==> src/rtl/aprs_pkg.sv <==
// package of constants and types for the power rail sequencer
package aprs_pkg;
  // register offsets
  localparam logic [15:0] OFF_PG_DELAY = 16'h0af5;
  localparam logic [15:0] OFF_RAIL_CTRL = 16'h0af7;
  // power good delay select fields
  localparam int PGD_MAIN_LSB = 0;
  localparam int PGD_EXTRA_LSB = 2;
  localparam int PGD_RESET_CONTROL_OUT_N_BIT = 4;
  localparam int PGD_LOSS_LSB = 5;
  localparam logic [7:0] PGD_RESET = 8'h03;
  // rail sequence control fields
  localparam int RSC_CORE_ON_S3 = 0;
  localparam int RSC_LINK_ON_S3 = 1;
  localparam int RSC_KEEP_CUT0 = 2;
  localparam int RSC_KEEP_CUT1 = 3;
  localparam int RSC_LAST_ON = 4;
  localparam logic [7:0] RSC_RESET = 8'h00;
  // after-loss modes
  localparam logic [1:0] LOSS_OFF = 2'h0;
  localparam logic [1:0] LOSS_ON = 2'h1;
  localparam logic [1:0] LOSS_KEEP = 2'h2;
  // timing, slow clock period and derived counts
  localparam int CLK_NS = 10;
  localparam int STEP_MS = 100;
  localparam int STEP_CYC = (STEP_MS * 1000000) / CLK_NS;
  localparam int STEP_W = 24;
  // power states
  typedef enum logic [4:0] {
    ST_S5 = 5'h01,
    ST_S3T = 5'h02,
    ST_S0 = 5'h04,
    ST_S3 = 5'h08,
    ST_DSW = 5'h10
  } aprs_state_t;
endpackage : aprs_pkg

==> src/rtl/aprs_tick_if.sv <==
// tick carrier between the sequencer and its 100 ms step timer
`timescale 1ns/100ps
interface aprs_tick_if;
  logic tick; // one-cycle pulse every delay step
  modport src (output tick);
  modport dst (input tick);
endinterface : aprs_tick_if

==> src/rtl/aprs_tick.sv <==
// free-running step timer producing one tick per 100 ms
`timescale 1ns/100ps
module aprs_tick #(
  parameter int STEP_CYC = aprs_pkg::STEP_CYC // cycles per step
) (
  input wire logic clk, // clock
  input wire logic rst, // synchronous reset
  aprs_tick_if.src t // tick out
);
  logic [aprs_pkg::STEP_W-1:0] cnt_q; // step counter
  // free-running count from the always-on clock
  always_ff @(posedge clk) begin
    if (rst || cnt_q == aprs_pkg::STEP_W'(STEP_CYC - 1)) begin
      cnt_q <= '0;
    end else begin
      cnt_q <= cnt_q + 1'b1;
    end
  end
  assign t.tick = (cnt_q == aprs_pkg::STEP_W'(STEP_CYC - 1));
endmodule : aprs_tick

==> src/rtl/aprs_seq.sv <==
// sleep state sequencer with rail enables, power good and deep-well handshake
`timescale 1ns/100ps
module aprs_seq #(
  parameter int STEP_CYC = aprs_pkg::STEP_CYC // cycles per 100 ms step
) (
  input wire logic CLK, // always-on clock
  input wire logic SYS_RST, // battery-domain reset, sync high
  input wire logic SLEEP_SUSPEND_RAM_N, // sleep to ram pin
  input wire logic SLEEP_SOFT_OFF_N, // soft off pin
  input wire logic MAIN_RAIL_OK, // main rail good pin
  input wire logic DUAL_RAIL_LOW, // dual rail under 1.05V
  input wire logic SUSPEND_WARNING_N, // hub suspend warning
  input wire logic SUSPEND_WELL_SLEEP_N, // hub suspend-well sleep
  input wire logic RESUME_RESET_N, // resume reset from hub side
  input wire logic WAKE_LAN, // lan wake
  input wire logic WAKE_KBMS, // keyboard or mouse wake
  input wire logic RING_INDICATE_N, // serial ring indicator
  input wire logic MAINS_LOST, // mains power loss indication
  input wire logic [15:0] REG_ADDR, // register address
  input wire logic REG_WR, // register write strobe
  input wire logic [7:0] REG_WDATA, // write data
  output logic [7:0] REG_RDATA, // read data
  output logic CORE_RAIL_ENABLE, // core rail enable
  output logic LINK_RAIL_ENABLE, // link rail enable
  output logic POWER_GOOD_OUT, // delayed power good
  output logic RESET_CONTROL_OUT_N, // reset control
  output logic RESET_AUX_OUT_N, // second reset output
  output logic DUAL_RAIL_GATE, // 1 = dual rail from main 5V
  output logic STANDBY_CUT0_N, // cut of 5V/3.3V standby
  output logic STANDBY_CUT1_N, // cut of auxiliary 3.3V
  output logic SUSPEND_ACKNOWLEDGE_N, // ack to hub
  output logic DEEP_SLEEP_WELL_STATE, // in deep well
  output logic POWER_ON_REQ // request system power on
);
  aprs_tick_if tk (); // step tick carrier
  aprs_tick #(.STEP_CYC(STEP_CYC)) u_tick (.clk(CLK), .rst(SYS_RST), .t(tk));

  // two-flop synchronisers for the ten sleep, rail, handshake and wake pins; MAINS_LOST is used unsynchronised
  localparam int NS = 10;
  logic [NS-1:0] pin_raw; // raw pins
  logic [NS-1:0] s1_q; // first stage
  logic [NS-1:0] s2_q; // second stage
  // idle levels at reset: sleeps asserted, main rail off, dual rail not low, handshakes released, no wake
  localparam logic [NS-1:0] SYNC_RESET = 10'h039;
  assign pin_raw = {SLEEP_SUSPEND_RAM_N, SLEEP_SOFT_OFF_N, MAIN_RAIL_OK, DUAL_RAIL_LOW,
                    SUSPEND_WARNING_N, SUSPEND_WELL_SLEEP_N, RESUME_RESET_N, WAKE_LAN,
                    WAKE_KBMS, RING_INDICATE_N};
  always_ff @(posedge CLK) begin
    if (SYS_RST) begin
      s1_q <= SYNC_RESET;
      s2_q <= SYNC_RESET;
    end else begin
      s1_q <= pin_raw;
      s2_q <= s1_q;
    end
  end
  logic s3_n, s5_n, rail_ok, dual_low, warn_n, suspend_well_sleep_n_n, rsm_n, w_lan, w_kb, ri_n;
  assign {s3_n, s5_n, rail_ok, dual_low, warn_n, suspend_well_sleep_n_n, rsm_n, w_lan, w_kb, ri_n} = s2_q;

  // registers
  logic [7:0] pgd_q; // power good delay select
  logic [7:0] rsc_q; // rail sequence control
  logic lost_q; // mains loss seen, awaiting resume
  always_ff @(posedge CLK) begin
    if (SYS_RST) begin
      pgd_q <= aprs_pkg::PGD_RESET;
    end else if (REG_WR && REG_ADDR == aprs_pkg::OFF_PG_DELAY) begin
      pgd_q <= REG_WDATA;
    end
  end
  aprs_pkg::aprs_state_t st_q, st_d; // power state
  logic on_now;
  assign on_now = (st_q == aprs_pkg::ST_S0);
  // record on/off at loss, software writes otherwise
  always_ff @(posedge CLK) begin
    if (SYS_RST) begin
      rsc_q <= aprs_pkg::RSC_RESET;
    end else if (MAINS_LOST && !lost_q) begin
      rsc_q[aprs_pkg::RSC_LAST_ON] <= on_now;
    end else if (REG_WR && REG_ADDR == aprs_pkg::OFF_RAIL_CTRL) begin
      rsc_q <= REG_WDATA;
    end
  end
  // read mux; unmapped reads return zero
  always_comb begin
    unique case (REG_ADDR)
      aprs_pkg::OFF_PG_DELAY: REG_RDATA = pgd_q;
      aprs_pkg::OFF_RAIL_CTRL: REG_RDATA = rsc_q;
      default: REG_RDATA = 8'h00;
    endcase
  end

  // after-loss power-on decision on mains return
  logic [1:0] loss_mode;
  logic pon_q;
  assign loss_mode = pgd_q[aprs_pkg::PGD_LOSS_LSB +: 2];
  always_ff @(posedge CLK) begin
    if (SYS_RST) begin
      lost_q <= 1'b0;
      pon_q <= 1'b0;
    end else if (MAINS_LOST) begin
      lost_q <= 1'b1;
      pon_q <= 1'b0;
    end else if (lost_q) begin
      lost_q <= 1'b0;
      pon_q <= (loss_mode == aprs_pkg::LOSS_ON) ||
               (loss_mode == aprs_pkg::LOSS_KEEP && rsc_q[aprs_pkg::RSC_LAST_ON]);
    end else if (!s5_n) begin
      pon_q <= pon_q;
    end else begin
      pon_q <= 1'b0;
    end
  end
  assign POWER_ON_REQ = pon_q;

  // state machine
  always_comb begin
    st_d = st_q;
    unique case (st_q)
      aprs_pkg::ST_S5: begin
        // leaving soft off, S3 only as transient
        if (s5_n) st_d = aprs_pkg::ST_S3T;
      end
      aprs_pkg::ST_S3T: begin
        if (!s5_n) st_d = aprs_pkg::ST_S5;
        else if (s3_n) st_d = aprs_pkg::ST_S0;
      end
      aprs_pkg::ST_S0: begin
        if (!s5_n) st_d = aprs_pkg::ST_S5;
        else if (!s3_n) st_d = aprs_pkg::ST_S3;
      end
      aprs_pkg::ST_S3: begin
        // S3 only returns to S0; S5 request ignored
        if (s3_n && s5_n) st_d = aprs_pkg::ST_S0;
        // suspend-well sleep after ack
        // a wake still present keeps the device out of deep well
        else if (!suspend_well_sleep_n_n && !SUSPEND_ACKNOWLEDGE_N && !(w_lan || w_kb || !ri_n)) begin
          st_d = aprs_pkg::ST_DSW;
        end
      end
      aprs_pkg::ST_DSW: begin
        // hub leaves deep well; extra wakes
        if (suspend_well_sleep_n_n || w_lan || w_kb || !ri_n) st_d = aprs_pkg::ST_S3;
      end
    endcase
  end
  always_ff @(posedge CLK) begin
    if (SYS_RST) st_q <= aprs_pkg::ST_S5;
    else st_q <= st_d;
  end

  // acknowledge once warned and dual rail low
  logic ack_q;
  always_ff @(posedge CLK) begin
    if (SYS_RST) ack_q <= 1'b0;
    else if (warn_n) ack_q <= 1'b0;
    else if (dual_low) ack_q <= 1'b1;
  end
  assign SUSPEND_ACKNOWLEDGE_N = !ack_q;
  assign DEEP_SLEEP_WELL_STATE = (st_q == aprs_pkg::ST_DSW);

  // rail enables; bits keep a rail on in S3
  logic core_q, link_q;
  always_ff @(posedge CLK) begin
    if (SYS_RST) begin
      core_q <= 1'b0;
      link_q <= 1'b0;
    end else begin
      core_q <= on_now || (st_q == aprs_pkg::ST_S3 && rsc_q[aprs_pkg::RSC_CORE_ON_S3]);
      link_q <= on_now || (st_q == aprs_pkg::ST_S3 && rsc_q[aprs_pkg::RSC_LINK_ON_S3]);
    end
  end
  assign CORE_RAIL_ENABLE = core_q;
  assign LINK_RAIL_ENABLE = link_q;

  // power good delay in 100 ms steps
  logic [2:0] main_steps, extra_steps;
  logic [3:0] need, steps_q;
  logic pg_q;
  assign main_steps = {1'b0, pgd_q[aprs_pkg::PGD_MAIN_LSB +: 2]} + 3'h1;
  assign extra_steps = (pgd_q[aprs_pkg::PGD_EXTRA_LSB +: 2] == 2'h3) ? 3'h4 :
                       {1'b0, pgd_q[aprs_pkg::PGD_EXTRA_LSB +: 2]};
  assign need = {1'b0, main_steps} + {1'b0, extra_steps};
  always_ff @(posedge CLK) begin
    if (SYS_RST || !rail_ok || !on_now) begin
      steps_q <= 4'h0;
      pg_q <= 1'b0;
    end else if (steps_q >= need) begin
      pg_q <= 1'b1;
    end else if (tk.tick) begin
      steps_q <= steps_q + 4'h1;
    end
  end
  assign POWER_GOOD_OUT = pg_q;

  // two resets; control one optionally from power good
  logic rc_q, ra_q;
  always_ff @(posedge CLK) begin
    if (SYS_RST) begin
      rc_q <= 1'b0;
      ra_q <= 1'b0;
    end else begin
      rc_q <= pgd_q[aprs_pkg::PGD_RESET_CONTROL_OUT_N_BIT] ? pg_q : rsm_n;
      ra_q <= pg_q;
    end
  end
  assign RESET_CONTROL_OUT_N = rc_q;
  assign RESET_AUX_OUT_N = ra_q;

  // gate: main only in S0 after power good
  logic gate_q;
  always_ff @(posedge CLK) begin
    if (SYS_RST) gate_q <= 1'b0;
    else if (!on_now || st_d != aprs_pkg::ST_S0) gate_q <= 1'b0;
    else if (pg_q) gate_q <= 1'b1;
  end
  assign DUAL_RAIL_GATE = gate_q;

  logic cut0_q, cut1_q, asleep;
  assign asleep = !on_now && st_q != aprs_pkg::ST_S3T;
  always_ff @(posedge CLK) begin
    if (SYS_RST) begin
      cut0_q <= 1'b1;
      cut1_q <= 1'b1;
    end else if (st_q == aprs_pkg::ST_DSW) begin
      cut0_q <= 1'b1;
      cut1_q <= !rsc_q[aprs_pkg::RSC_KEEP_CUT1];
    end else if (asleep) begin
      cut0_q <= !rsc_q[aprs_pkg::RSC_KEEP_CUT0];
      cut1_q <= !rsc_q[aprs_pkg::RSC_KEEP_CUT1];
    end else begin
      cut0_q <= 1'b0;
      cut1_q <= 1'b0;
    end
  end
  assign STANDBY_CUT0_N = cut0_q;
  assign STANDBY_CUT1_N = cut1_q;

  no_s3_s5_a: assert property (@(posedge CLK) disable iff (SYS_RST)
    st_q == aprs_pkg::ST_S3 |=> st_q != aprs_pkg::ST_S5) else $error("S3 to S5 taken");
  no_s5_s3_a: assert property (@(posedge CLK) disable iff (SYS_RST)
    st_q == aprs_pkg::ST_S5 |=> st_q != aprs_pkg::ST_S3) else $error("S5 to S3 taken");
  pg_rail_a: assert property (@(posedge CLK) disable iff (SYS_RST)
    POWER_GOOD_OUT |-> $past(rail_ok)) else $error("power good without rail");
  rst_pg_a: assert property (@(posedge CLK) disable iff (SYS_RST)
    pgd_q[aprs_pkg::PGD_RESET_CONTROL_OUT_N_BIT] && $stable(pgd_q) |=> RESET_CONTROL_OUT_N == $past(pg_q))
    else $error("reset control not from power good");
  ack_warn_a: assert property (@(posedge CLK) disable iff (SYS_RST)
    !SUSPEND_ACKNOWLEDGE_N |-> $past(!warn_n)) else $error("ack without warning");
  dsw_cut_a: assert property (@(posedge CLK) disable iff (SYS_RST)
    DEEP_SLEEP_WELL_STATE ##1 DEEP_SLEEP_WELL_STATE |-> STANDBY_CUT0_N)
    else $error("standby on in deep well");
  gate_s0_a: assert property (@(posedge CLK) disable iff (SYS_RST)
    DUAL_RAIL_GATE |-> on_now) else $error("gate main outside S0");
  rails_s0_a: assert property (@(posedge CLK) disable iff (SYS_RST)
    on_now [*2] |-> CORE_RAIL_ENABLE && LINK_RAIL_ENABLE) else $error("rails off in S0");
  c_s0_c: cover property (@(posedge CLK) st_q == aprs_pkg::ST_S0);
  c_dsw_c: cover property (@(posedge CLK) DEEP_SLEEP_WELL_STATE);
  c_pg_c: cover property (@(posedge CLK) POWER_GOOD_OUT);
endmodule : aprs_seq

==> config.mk <==
export PLATFORM = sky130hd
export DESIGN_NAME = aprs_seq
export DESIGN_NICKNAME = d
export VERILOG_FILES = /design/src/rtl/aprs_pkg.sv /design/src/rtl/aprs_tick_if.sv /design/src/rtl/aprs_tick.sv /design/src/rtl/aprs_seq.sv
export SDC_FILE = /design/constraint.sdc
export NUM_CORES = 1
export LEC_CHECK = 0
export BUFFER_PORTS_ARGS = -buffer_cell sky130_fd_sc_hd__clkbuf_2
export CORE_ASPECT_RATIO = 0.6
export CORE_MARGIN = 2
export CORE_UTILIZATION = 60
export DETAILED_ROUTE_END_ITERATION = 6
export MAX_ROUTING_LAYER = met4
export PLACE_DENSITY = 0.86
export SLEW_MARGIN = 10
export SYNTH_ARGS = -nofsm -noshare
export SYNTH_HDL_FRONTEND = slang
export SYNTH_SLANG_ARGS = --single-unit
==> constraint.sdc <==
create_clock -name CLK -period 5.6 [get_ports CLK]
set_input_delay 1.12 -clock CLK [delete_from_list [all_inputs] [get_ports CLK]]
set_output_delay 1.12 -clock CLK [all_outputs]
set_load 0.05 [all_outputs]
# After elaboration in Yosys (flattened, before gate mapping)
# Cells that the tools add are included.
[op_classes] addsub=4 multipliers=0 div=0 order_cmp=1 n_eq_ne=13 shifts=0 n_mux=20 bitwise_logic=2 reduce_logical=39
[op_table] op="two-way mux 5 bit" count=9
[op_table] op="== test 16 x 12 -> 1 bit (second input constant)" count=2
[op_table] op="case mux 5 bit (5 select lines)" count=1
[op_table] op="adder 24 x 1 -> 24 bit (second input constant)" count=1
[op_table] op="== test 24 bit (second input constant)" count=1
[op_table] op="case mux 8 bit (2 select lines)" count=1
[op_table] op="logical OR 1 bit" count=12
[op_table] op="logical AND 1 bit" count=10
[op_table] op="logical NOT 1 bit" count=9
[op_table] op="two-way mux 1 bit" count=8
[op_table] op="OR reduction 2 bit" count=4
[op_table] op="== test 5 x 1 -> 1 bit (second input constant)" count=1
[op_table] op="== test 5 x 2 -> 1 bit (second input constant)" count=1
[op_table] op="== test 5 x 3 -> 1 bit (second input constant)" count=1
[op_table] op="== test 5 x 4 -> 1 bit (second input constant)" count=1
[op_table] op="== test 5 bit (second input constant)" count=1
[op_table] op="!= test 5 x 2 -> 1 bit (second input constant)" count=1
[op_table] op="!= test 5 x 3 -> 1 bit (second input constant)" count=1
[op_table] op="adder 3 x 3 -> 4 bit" count=1
[op_table] op="adder 4 x 1 -> 4 bit (second input constant)" count=1
[op_table] op="== test 2 bit (second input constant)" count=2
[op_table] op="greater-or-equal comparator 4 bit" count=1
[op_table] op="AND reduction 2 bit" count=2
[op_table] op="nonzero test 2 bit" count=2
[op_table] op="4 further kinds" count=5
[totals] reg_bits=80 latchBits=0 ramBits=0 romBits=0 inputBits=38 out_inout_bits=19 wordCells=98 mem_count=0

# Longest topological paths before layout
# Gate-level depths: netlist of the first run.
[depth] depth_word=10 mapped_depth=10 ltp_nobuf=10

# Modules after synthesis
# A second synthesis of the first run with hierarchy kept.
[hier_totals] hier_cells=380 area_unflattened_um2=3460.8
[modules_own_cells] module="aprs_seq" instances=1 cells_per_inst=247 area_per_inst_um2=2357.3 seq_area_each_um2=1121.1
[modules_own_cells] module="aprs_tick" instances=1 cells_per_inst=133 area_per_inst_um2=1103.6 seq_area_each_um2=480.5

# Worst setup path before layout of the first run
# Ideal clock, no wire load.
[synth_path] kind="input -> output" from="input REG_ADDR[13]" to="output REG_RDATA[0]" arrival_ns=2.550 required_ns=4.480 path_slack_ns=1.930 path_stages=4 n_path_buf=0 cell_sequence="nor3_1 nand3_1 nor3_1 a22o_1"
[synth_between] elab_chain_cells=2 word_cells_on_any_way=3 classes_between="2 x eq/ne; 1 x mux"
[synth_rtl] item="from (decl)" line_no="aprs_seq.sv:19" text="input wire logic [15:0] REG_ADDR,"
[synth_rtl] item="== test 16 x 12 -> 1 bit" line_no="aprs_seq.sv:86" text="unique case (REG_ADDR)"
[synth_rtl] item="case mux 8 bit (2 select lines) (*)" line_no="aprs_seq.sv:86"
[synth_rtl] item="to (decl)" line_no="aprs_seq.sv:22" text="output logic [7:0] REG_RDATA,"
# Every way passes the cells marked *; elsewhere a longest branch is shown, timed or not.

# Final worst setup path of the first run
[layout_path] from="input REG_ADDR[13]" to="output REG_RDATA[6]"
# Same word-level chain as after synthesis.

==> results of run 1 <==
-- cell usage after synthesis, drive strengths merged, types with 7 or more instances --
library cell / n / area (sq um)
dfxtp: 80 / 1600
xnor2: 9 / 78.8
nor2b: 17 / 106
nand3: 16 / 80.1
inv: 16 / 60.1
or2: 9 / 56.3
nand2: 11 / 41.3
nor2: 57 / 214
ha: 8 / 100
and3: 7 / 43.8
clkbuf: 7 / 26.3
a21oi: 8 / 40.0
nor3: 10 / 66.3
a22o: 8 / 70.1
mux2i: 16 / 160
xor2: 16 / 140
-- layer usage --
layer / track usage (%) / wire (um)
met4: 8.28 / 85
met2: 36.6 / 2980
met1: 34.0 / 3370
met5: - / 0
met3: 6.94 / 630
-- final timing paths --
check,startpoint,cells after the start,slack [ps],to
setup reg to reg,pgd_q[3],10,2760,steps_q[2]
hold reg to reg,s2_q[5],1,390,ack_q
setup / recovery,REG_ADDR[13],6,1450,REG_RDATA[6]
hold / removal,s2_q[5],1,390,ack_q
-- power breakdown --
| part | leakage, uW | switching (uW) | internal, uW | total, uW |
|---|---|---|---|---|
| combinational | 0.000979 | 22.7 | 20.7 | 43.4 |
| clock | 0.000134 | 210 | 343 | 552 |
| sequential | 0.000651 | 6.36 | 579 | 585 |
-- cells by family (layout without fill, tap and decap cells) --
kind of cell	Yosys count	in the layout	synth area share, %
AOI/OAI and AO/OA	37	37	8.74
xor gates and xnor gates	25	25	6.43
adders and majority gates	9	9	3.53
buffers and inverters	26	88	2.97
DFF	80	80	47.0
muxes	17	17	5.03
and+or+nand+nor	164	164	26.3
-- worst max-delay path, cell delays in order --
cell and delay (ps):
clkbuf_2 80, nor3_1 270, nand3_1 180, nor3_1 820
a22o_1 280, clkbuf_2 280
-- area by class of cell --
type | instances | area (sq um)
multi-input combinational | 252 | 1700
sequential | 80 | 1600
fill | 421 | 1520
timing repair buffer | 56 | 280
clock inverter | 7 | 143
clock buffer | 9 | 124
tap | 69 | 86.3
inverter | 16 | 60.1
-- registers in the layout (all words and copies together), names as in the netlist, 4 cells and up --
signal and cells:
pgd_q 8, rsc_q 8, s1_q 10, s2_q 10, st_q 5, steps_q 4, u_tick.cnt_q 24
-- per-stage QoR --
step                std cells  total power, uW  hold slack (ps)
floorplan                 358              623              373
global placement          473              640              376
detailed placement        473              642              381
CTS                       489             1190              392
global route              489             1220              414
finish                    489             1180              388
==> flow_metrics.tcl, run 1 <==
set metrics [dict create \
    period_minus_slack_ps 4150 \
    ant_nets 0 \
    slew_headroom_pct 33.9 \
    drive_above_1_share_pct 21.9 \
    finalCritPeriodShare_pct 74.2 \
    routedWlPerCell_um 14.5 \
    n_antenna_cell 0 \
    fp.dieW_um 101 \
    grt_pass1_vias 2557 \
    syn_to_final_growth_pct 17.4 \
    clk_latency_ps 350 \
    crit_type "in2out" \
    syn_nets 405 \
    hold_viol_final 0 \
    final_max_slew_viol_count 0 \
    totalWireLength_um 7070 \
    yosysWarnings 0 \
    fmax_ghz 0.241 \
    drv_cap 0 \
    die_area_sq_um 6320 \
    grt_setup_unrepaired "false" \
    powerDensity_nw_per_um2 295 \
    peakVddDrop_uv 226 \
    p_leak_uw 0.00176 \
    start_kind "primary input" \
    postLayoutCellArea_sq_um 4000 \
    via_count 2716 \
    syn_inst 358 \
    clkTransAtPathRegs_ps 80 \
    worstHoldPathType "reg2reg" \
    gp_congestion 0.889 \
    yosysSeqAreaShare_pct 47.0 \
    setup_tns_ps 0 \
    status "finished, final reports clean" \
    rows 21 \
    antenna_found_initial 0 \
    crit_path_end_kind "primary output" \
    port_buffers 56 \
    num-nets-final 462 \
    grt_use_total_pct 25.1 \
    grt_max_degree 54 \
    final_common_cell "dfxtp_1" \
    dpl-instance-area_sq_um 3730 \
    cts_root_buf "clkbuf_8" \
    syn_area_sq_um 3410 \
    dr.pass1.iters 4 \
    cts-htree-levels 3 \
    cp_max_fo 8 \
    io_pins 57 \
    final_cell_mix "80 x dfxtp_1, 57 x nor2_1, 56 x clkbuf_2" \
    synth_ff_type "dfxtp_1" \
    fin_skew_ps 7.44 \
    start_util_pct 61.7 \
    cts_sinks 80 \
    gr-total-overflow 0 \
    pre_cts_slack_ps 1480 \
    drt_iter0_drc 170 \
    die_y_um 62.4 \
    clock_path_buffers 2 \
    via_per_inst 5.55 \
    synth_edf_count 0 \
    final_util_pct 72.5 \
    grt_pass1_wl_um 12000 \
    syn_area_per_cell_sq_um 9.52 \
    dp_hpwl_um 4950 \
    fin_ws_ps 1450 \
    async_flop_share_pct 0 \
    cts_tree "done" \
    required_ps 4480 \
    tightestPinTransition_ps 984 \
    holdBufCountCts 0 \
    ys_ff_latch 80 \
    cts_resized 0 \
    post_cts_buffers 0 \
    cts_buffers 9 \
    crit_arrival_ps 3030 \
    finalSetupViolations 0 \
    drc 0 \
    yosysUniqueCellTypes 50 \
    core_sq_um 5520 \
]
Note: power is estimated with default switching activity, not from simulation.
==> run 2, diff against run 1 <==
--- a/config.mk
+++ b/config.mk
@@ -8,10 +8,10 @@
 export BUFFER_PORTS_ARGS = -buffer_cell sky130_fd_sc_hd__clkbuf_2
 export CORE_ASPECT_RATIO = 0.6
 export CORE_MARGIN = 2
-export CORE_UTILIZATION = 60
+export CORE_UTILIZATION = 55
 export DETAILED_ROUTE_END_ITERATION = 6
 export MAX_ROUTING_LAYER = met4
-export PLACE_DENSITY = 0.86
+export PLACE_DENSITY = 0.8
 export SLEW_MARGIN = 10
 export SYNTH_ARGS = -nofsm -noshare
 export SYNTH_HDL_FRONTEND = slang
==> constraint.sdc (replaced) <==
create_clock -name CLK -period 4 [get_ports CLK]
set_input_delay 0.8 -clock CLK [delete_from_list [all_inputs] [get_ports CLK]]
set_output_delay 0.8 -clock CLK [all_outputs]
set_load 0.05 [all_outputs]
==> flow_metrics.tcl, run 2 (synthesis results as in run 1) <==
set metrics [dict create \
    status "finished, final reports clean" \
    crit_type "in2out" \
    crit_arrival_ps 2350 \
    worstHoldPathType "reg2reg" \
    final_max_slew_viol_count 0 \
    antenna_found_initial 0 \
    p_leak_uw 0.00178 \
    hold_viol_final 0 \
    cts-htree-levels 3 \
    grt_setup_unrepaired "false" \
    crit_path_end_kind "primary output" \
    setup_tns_ps 0 \
    dp_hpwl_um 5020 \
    grt_pass1_vias 2588 \
    cts_buffers 9 \
    drive_above_1_share_pct 22.1 \
    dr.pass1.iters 4 \
    totalWireLength_um 7080 \
    holdBufCountCts 0 \
    required_ps 3200 \
    drv_cap 0 \
    post_cts_buffers 0 \
    via_count 2693 \
    start_kind "primary input" \
    io_pins 57 \
    dp_cells 489 \
    finalNonFillerCells 505 \
    grt_use_total_pct 23.2 \
    powerDensity_nw_per_um2 422 \
    fmax_ghz 0.317 \
    routedWlPerCell_um 14.0 \
    cts_resized 0 \
    syn_to_final_growth_pct 18.9 \
    drt_iter0_drc 260 \
    grt_max_degree 54 \
    clk_latency_ps 350 \
    clock_path_buffers 2 \
    cts_sinks 80 \
    core_sq_um 6060 \
    n_antenna_cell 0 \
    via_per_inst 5.33 \
    gr-total-overflow 0 \
    start_util_pct 56.3 \
    finalCritPeriodShare_pct 78.8 \
    cts_root_buf "clkbuf_8" \
    ant_nets 0 \
    die_y_um 65.0 \
    drc 0 \
    grt_pass1_wl_um 12100 \
    peakVddDrop_uv 243 \
    cts_tree "done" \
    fp.dieW_um 106 \
    largest_reg_flops 24 \
    num-nets-final 463 \
    rows 22 \
    port_buffers 56 \
    clkTransAtPathRegs_ps 80 \
    die_area_sq_um 6860 \
    tightestPinTransition_ps 1000 \
    final_common_cell "dfxtp_1" \
    largestRegisters "u_tick.cnt_q (24), s1_q (10), s2_q (10)" \
    fin_skew_ps 8.49 \
    top_register "u_tick.cnt_q" \
    cp_max_fo 9 \
    final_cell_mix "80 x dfxtp_1, 57 x nor2_1, 56 x clkbuf_2" \
    finalSetupViolations 0 \
    slew_headroom_pct 33.1 \
    period_minus_slack_ps 3150 \
    gp_congestion 0.854 \
]
[run 2: cell count changes in the layout (fill, tap and decap cells not counted), sizes merged]
cell    delta
inv        -1
bufinv     +1
buf        +1
[run 2: through the flow]
stage	worst slack (ps)	util (%)	total power, uW	instance area [sq um]	hold slack (ps)
2_1_floorplan	970	-	872	3410	373
3_3_place_gp	956	62.1	896	3760	377
3_5_place_dp	835	62.1	899	3760	381
4_1_cts	832	66.9	1730	4050	389
5_1_grt	728	66.9	1770	4050	400
6_report	846	66.9	1710	4050	379
[run 2: where the power goes]
part / internal (uW) / switching, uW / total, uW
clock: 542 / 287 / 830
sequential: 811 / 8.92 / 820
combinational: 29.0 / 32.1 / 61.1
[run 2: worst paths after layout]
check,start,to,slack (ps),cells past startpoint
max,REG_ADDR[13],REG_RDATA[0],850,6
min,s2_q[5],ack_q,380,1
max reg2reg,pgd_q[3],steps_q[2],1160,10
min reg2reg,s2_q[5],ack_q,380,1
[run 2: critical path: stages]
cell and delay [ps]:
clkbuf_2 80, nor3_1 230, nand3_1 160, nor3_2 560
a22o_1 240, clkbuf_2 280
[run 2: layout make-up]
type / count / area [sq um]
Timing Repair Buffer: 57 / 288
Clock buffer: 9 / 124
Clock inverter: 7 / 168
Inverter: 16 / 60.1
Tap cell: 84 / 105
Fill cell: 494 / 2010
Multi-Input combinational cell: 252 / 1700
Sequential cell: 80 / 1600
[run 2: routing by layer]
layer	vias up	share of wire (%)	track usage [%]
met3	6	4.9	7.34
met1	1274	48	29.0
met5	-	0	-
met2	62	47	36.9
met4	0	0.78	6.09
li1	1351	-	-
==> run 3, diff against run 2 <==
==> constraint.sdc (replaced) <==
create_clock -name CLK -period 3 [get_ports CLK]
set_input_delay 0.6 -clock CLK [delete_from_list [all_inputs] [get_ports CLK]]
set_output_delay 0.6 -clock CLK [all_outputs]
set_load 0.05 [all_outputs]
==> flow_metrics.tcl, run 3 (synthesis results as in run 1) <==
set metrics [dict create \
    status "finished, final reports clean" \
    p_leak_uw 0.00174 \
    drv_cap 0 \
    die_area_sq_um 6860 \
    crit_arrival_ps 3090 \
    via_count 2737 \
    slowest_stage "fa_1" \
    period_minus_slack_ps 2790 \
    n_antenna_cell 0 \
    hold_path_startpoint "s2_q[5]" \
    powerDensity_nw_per_um2 495 \
    grt_use_total_pct 23.0 \
    grt_max_degree 40 \
    clkTransAtPathRegs_ps 90 \
    required_ps 3290 \
    cpPeakStageDelay_ps 400 \
    cts_buffers 9 \
    drc 0 \
    num-nets-final 465 \
    rows 22 \
    start_util_pct 56.3 \
    cp_top_family "adder cells" \
    largest_reg_flops 24 \
    setup_tns_ps 0 \
    slew_headroom_pct 57.3 \
    worstHoldPathType "reg2reg" \
    drive_above_1_share_pct 22.7 \
    finalCritPeriodShare_pct 93.1 \
    peakVddDrop_uv 290 \
    finalSetupViolations 0 \
    holdPathStages 1 \
    r2r_cells 10 \
    crit_type "reg2reg" \
    clk_latency_ps 360 \
    grt_pass1_vias 2494 \
    fp.dieW_um 106 \
    cp_cell_sequence "nand2b_1 -> ha_1 -> fa_1 -> xnor2_1 -> ha_1 -> or2_2 -> a21oi_2 -> o2111ai_4 -> or3_1 -> a21oi_1" \
    routedWlPerCell_um 13.9 \
    via_per_inst 5.40 \
    reg2reg_from "pgd_q[3]" \
    ant_nets 0 \
    largestRegisters "u_tick.cnt_q (24), s1_q (10), s2_q (10)" \
    crit_path_end_kind "register" \
    cts_sinks 80 \
    worst-path-buf-inv 0 \
    gr-total-overflow 0 \
    grt_pass1_wl_um 11700 \
    power_uw 1970 \
    worstHoldEndpoint "ack_q" \
    holdBufCountCts 0 \
    totalWireLength_um 7060 \
    final_max_slew_viol_count 0 \
    final_cell_mix "80 x dfxtp_1, 57 x nor2_1, 56 x clkbuf_2" \
    cts_root_buf "clkbuf_8" \
    core_sq_um 6060 \
    regToRegSetupSlack_ps 210 \
    cts-htree-levels 3 \
    dr.pass1.iters 4 \
    fin_skew_ps 8.05 \
    drt_iter0_drc 178 \
    dp_hpwl_um 5100 \
    die_y_um 65.0 \
    r2r-end "steps_q[2]" \
    syn_to_final_growth_pct 16.8 \
    final_common_cell "dfxtp_1" \
    fmax_ghz 0.358 \
    gp_congestion 0.933 \
    top_register "u_tick.cnt_q" \
    grt_setup_unrepaired "false" \
    clock_path_buffers 2 \
    cts_tree "done" \
    hold_viol_final 0 \
    final_util_pct 65.7 \
    tightestPinTransition_ps 636 \
    io_pins 57 \
    cp_max_fo 6 \
    start_kind "register" \
    crit_path_frequent_cell "ha_1" \
    port_buffers 56 \
    antenna_found_initial 0 \
]
-- run 3: changes by cell type in the layout (fill, tap and decap cells not counted) --
cell / before / now
bufinv_16: 5 / 1
clkinvlp_4: 0 / 3
buf_4: 1 / 3
inv_6: 0 / 2
a21oi_1: 8 / 7
a21oi_2: 0 / 1
clkinv_4: 2 / 1
-- run 3: area by class of cell --
cell class	count	area (sq um)
Timing Repair Buffer	59	303
Inverter	16	60.1
Fill cell	518	2080
Clock buffer	9	124
Multi-Input combinational cell	252	1710
Tap cell	84	105
Sequential cell	80	1600
Clock inverter	7	78.8
-- run 3: timing repair --
action | in CTS | in global routing
setup endpoints to repair | 0 | 1
resized for setup | 0 | 1
setup buffers | 0 | 0
-- run 3: per-stage QoR --
step | cell area [sq um] | hold WS, ps | setup slack [ps] | std cells
floorplan | 3410 | 373 | 370 | 358
global placement | 3770 | 380 | 314 | 491
detailed placement | 3770 | 388 | 200 | 491
CTS | 3980 | 394 | 131 | 507
global route | 3980 | 402 | 74.2 | 507
finish | 3980 | 393 | 206 | 507
-- run 3: per-layer routing --
metal / track usage, % / share of wire, % / vias to the layer above
met5: - / 0 / -
met4: 5.59 / 1.2 / 0
met3: 6.84 / 8.5 / 10
met2: 36.0 / 43 / 104
met1: 29.5 / 47 / 1272
li1: - / - / 1351
-- run 3: worst max-delay path by stage --
stage                 start           end  slack (ps)  cells past startpoint
4_1_cts            pgd_q[3]    steps_q[2]         130                     10
5_1_grt            pgd_q[3]    steps_q[2]          70                     10
2_1_floorplan  REG_ADDR[13]  REG_RDATA[0]         370                      4
3_5_place_dp       pgd_q[3]    steps_q[3]         200                     10
6_report           pgd_q[3]    steps_q[2]         210                     10
3_3_place_gp       pgd_q[3]    steps_q[3]         310                     10
-- run 3: worst register-to-register path, delay by kind of cell, from the launching register on --
family,cells,cell delay [ps]
AOI/OAI and AO/OA,3,540
adders and majority gates,3,860
xor gates and xnor gates,1,180
DFF,1,350
and+or+nand+nor,3,820
-- run 3: report_power, final --
group / internal, uW / leakage (uW) / switching [uW]
Sequential: 1080 / 0.000651 / 11.7
Combinational: 39.4 / 0.000996 / 41.9
Clock: 391 / 0.0000925 / 404
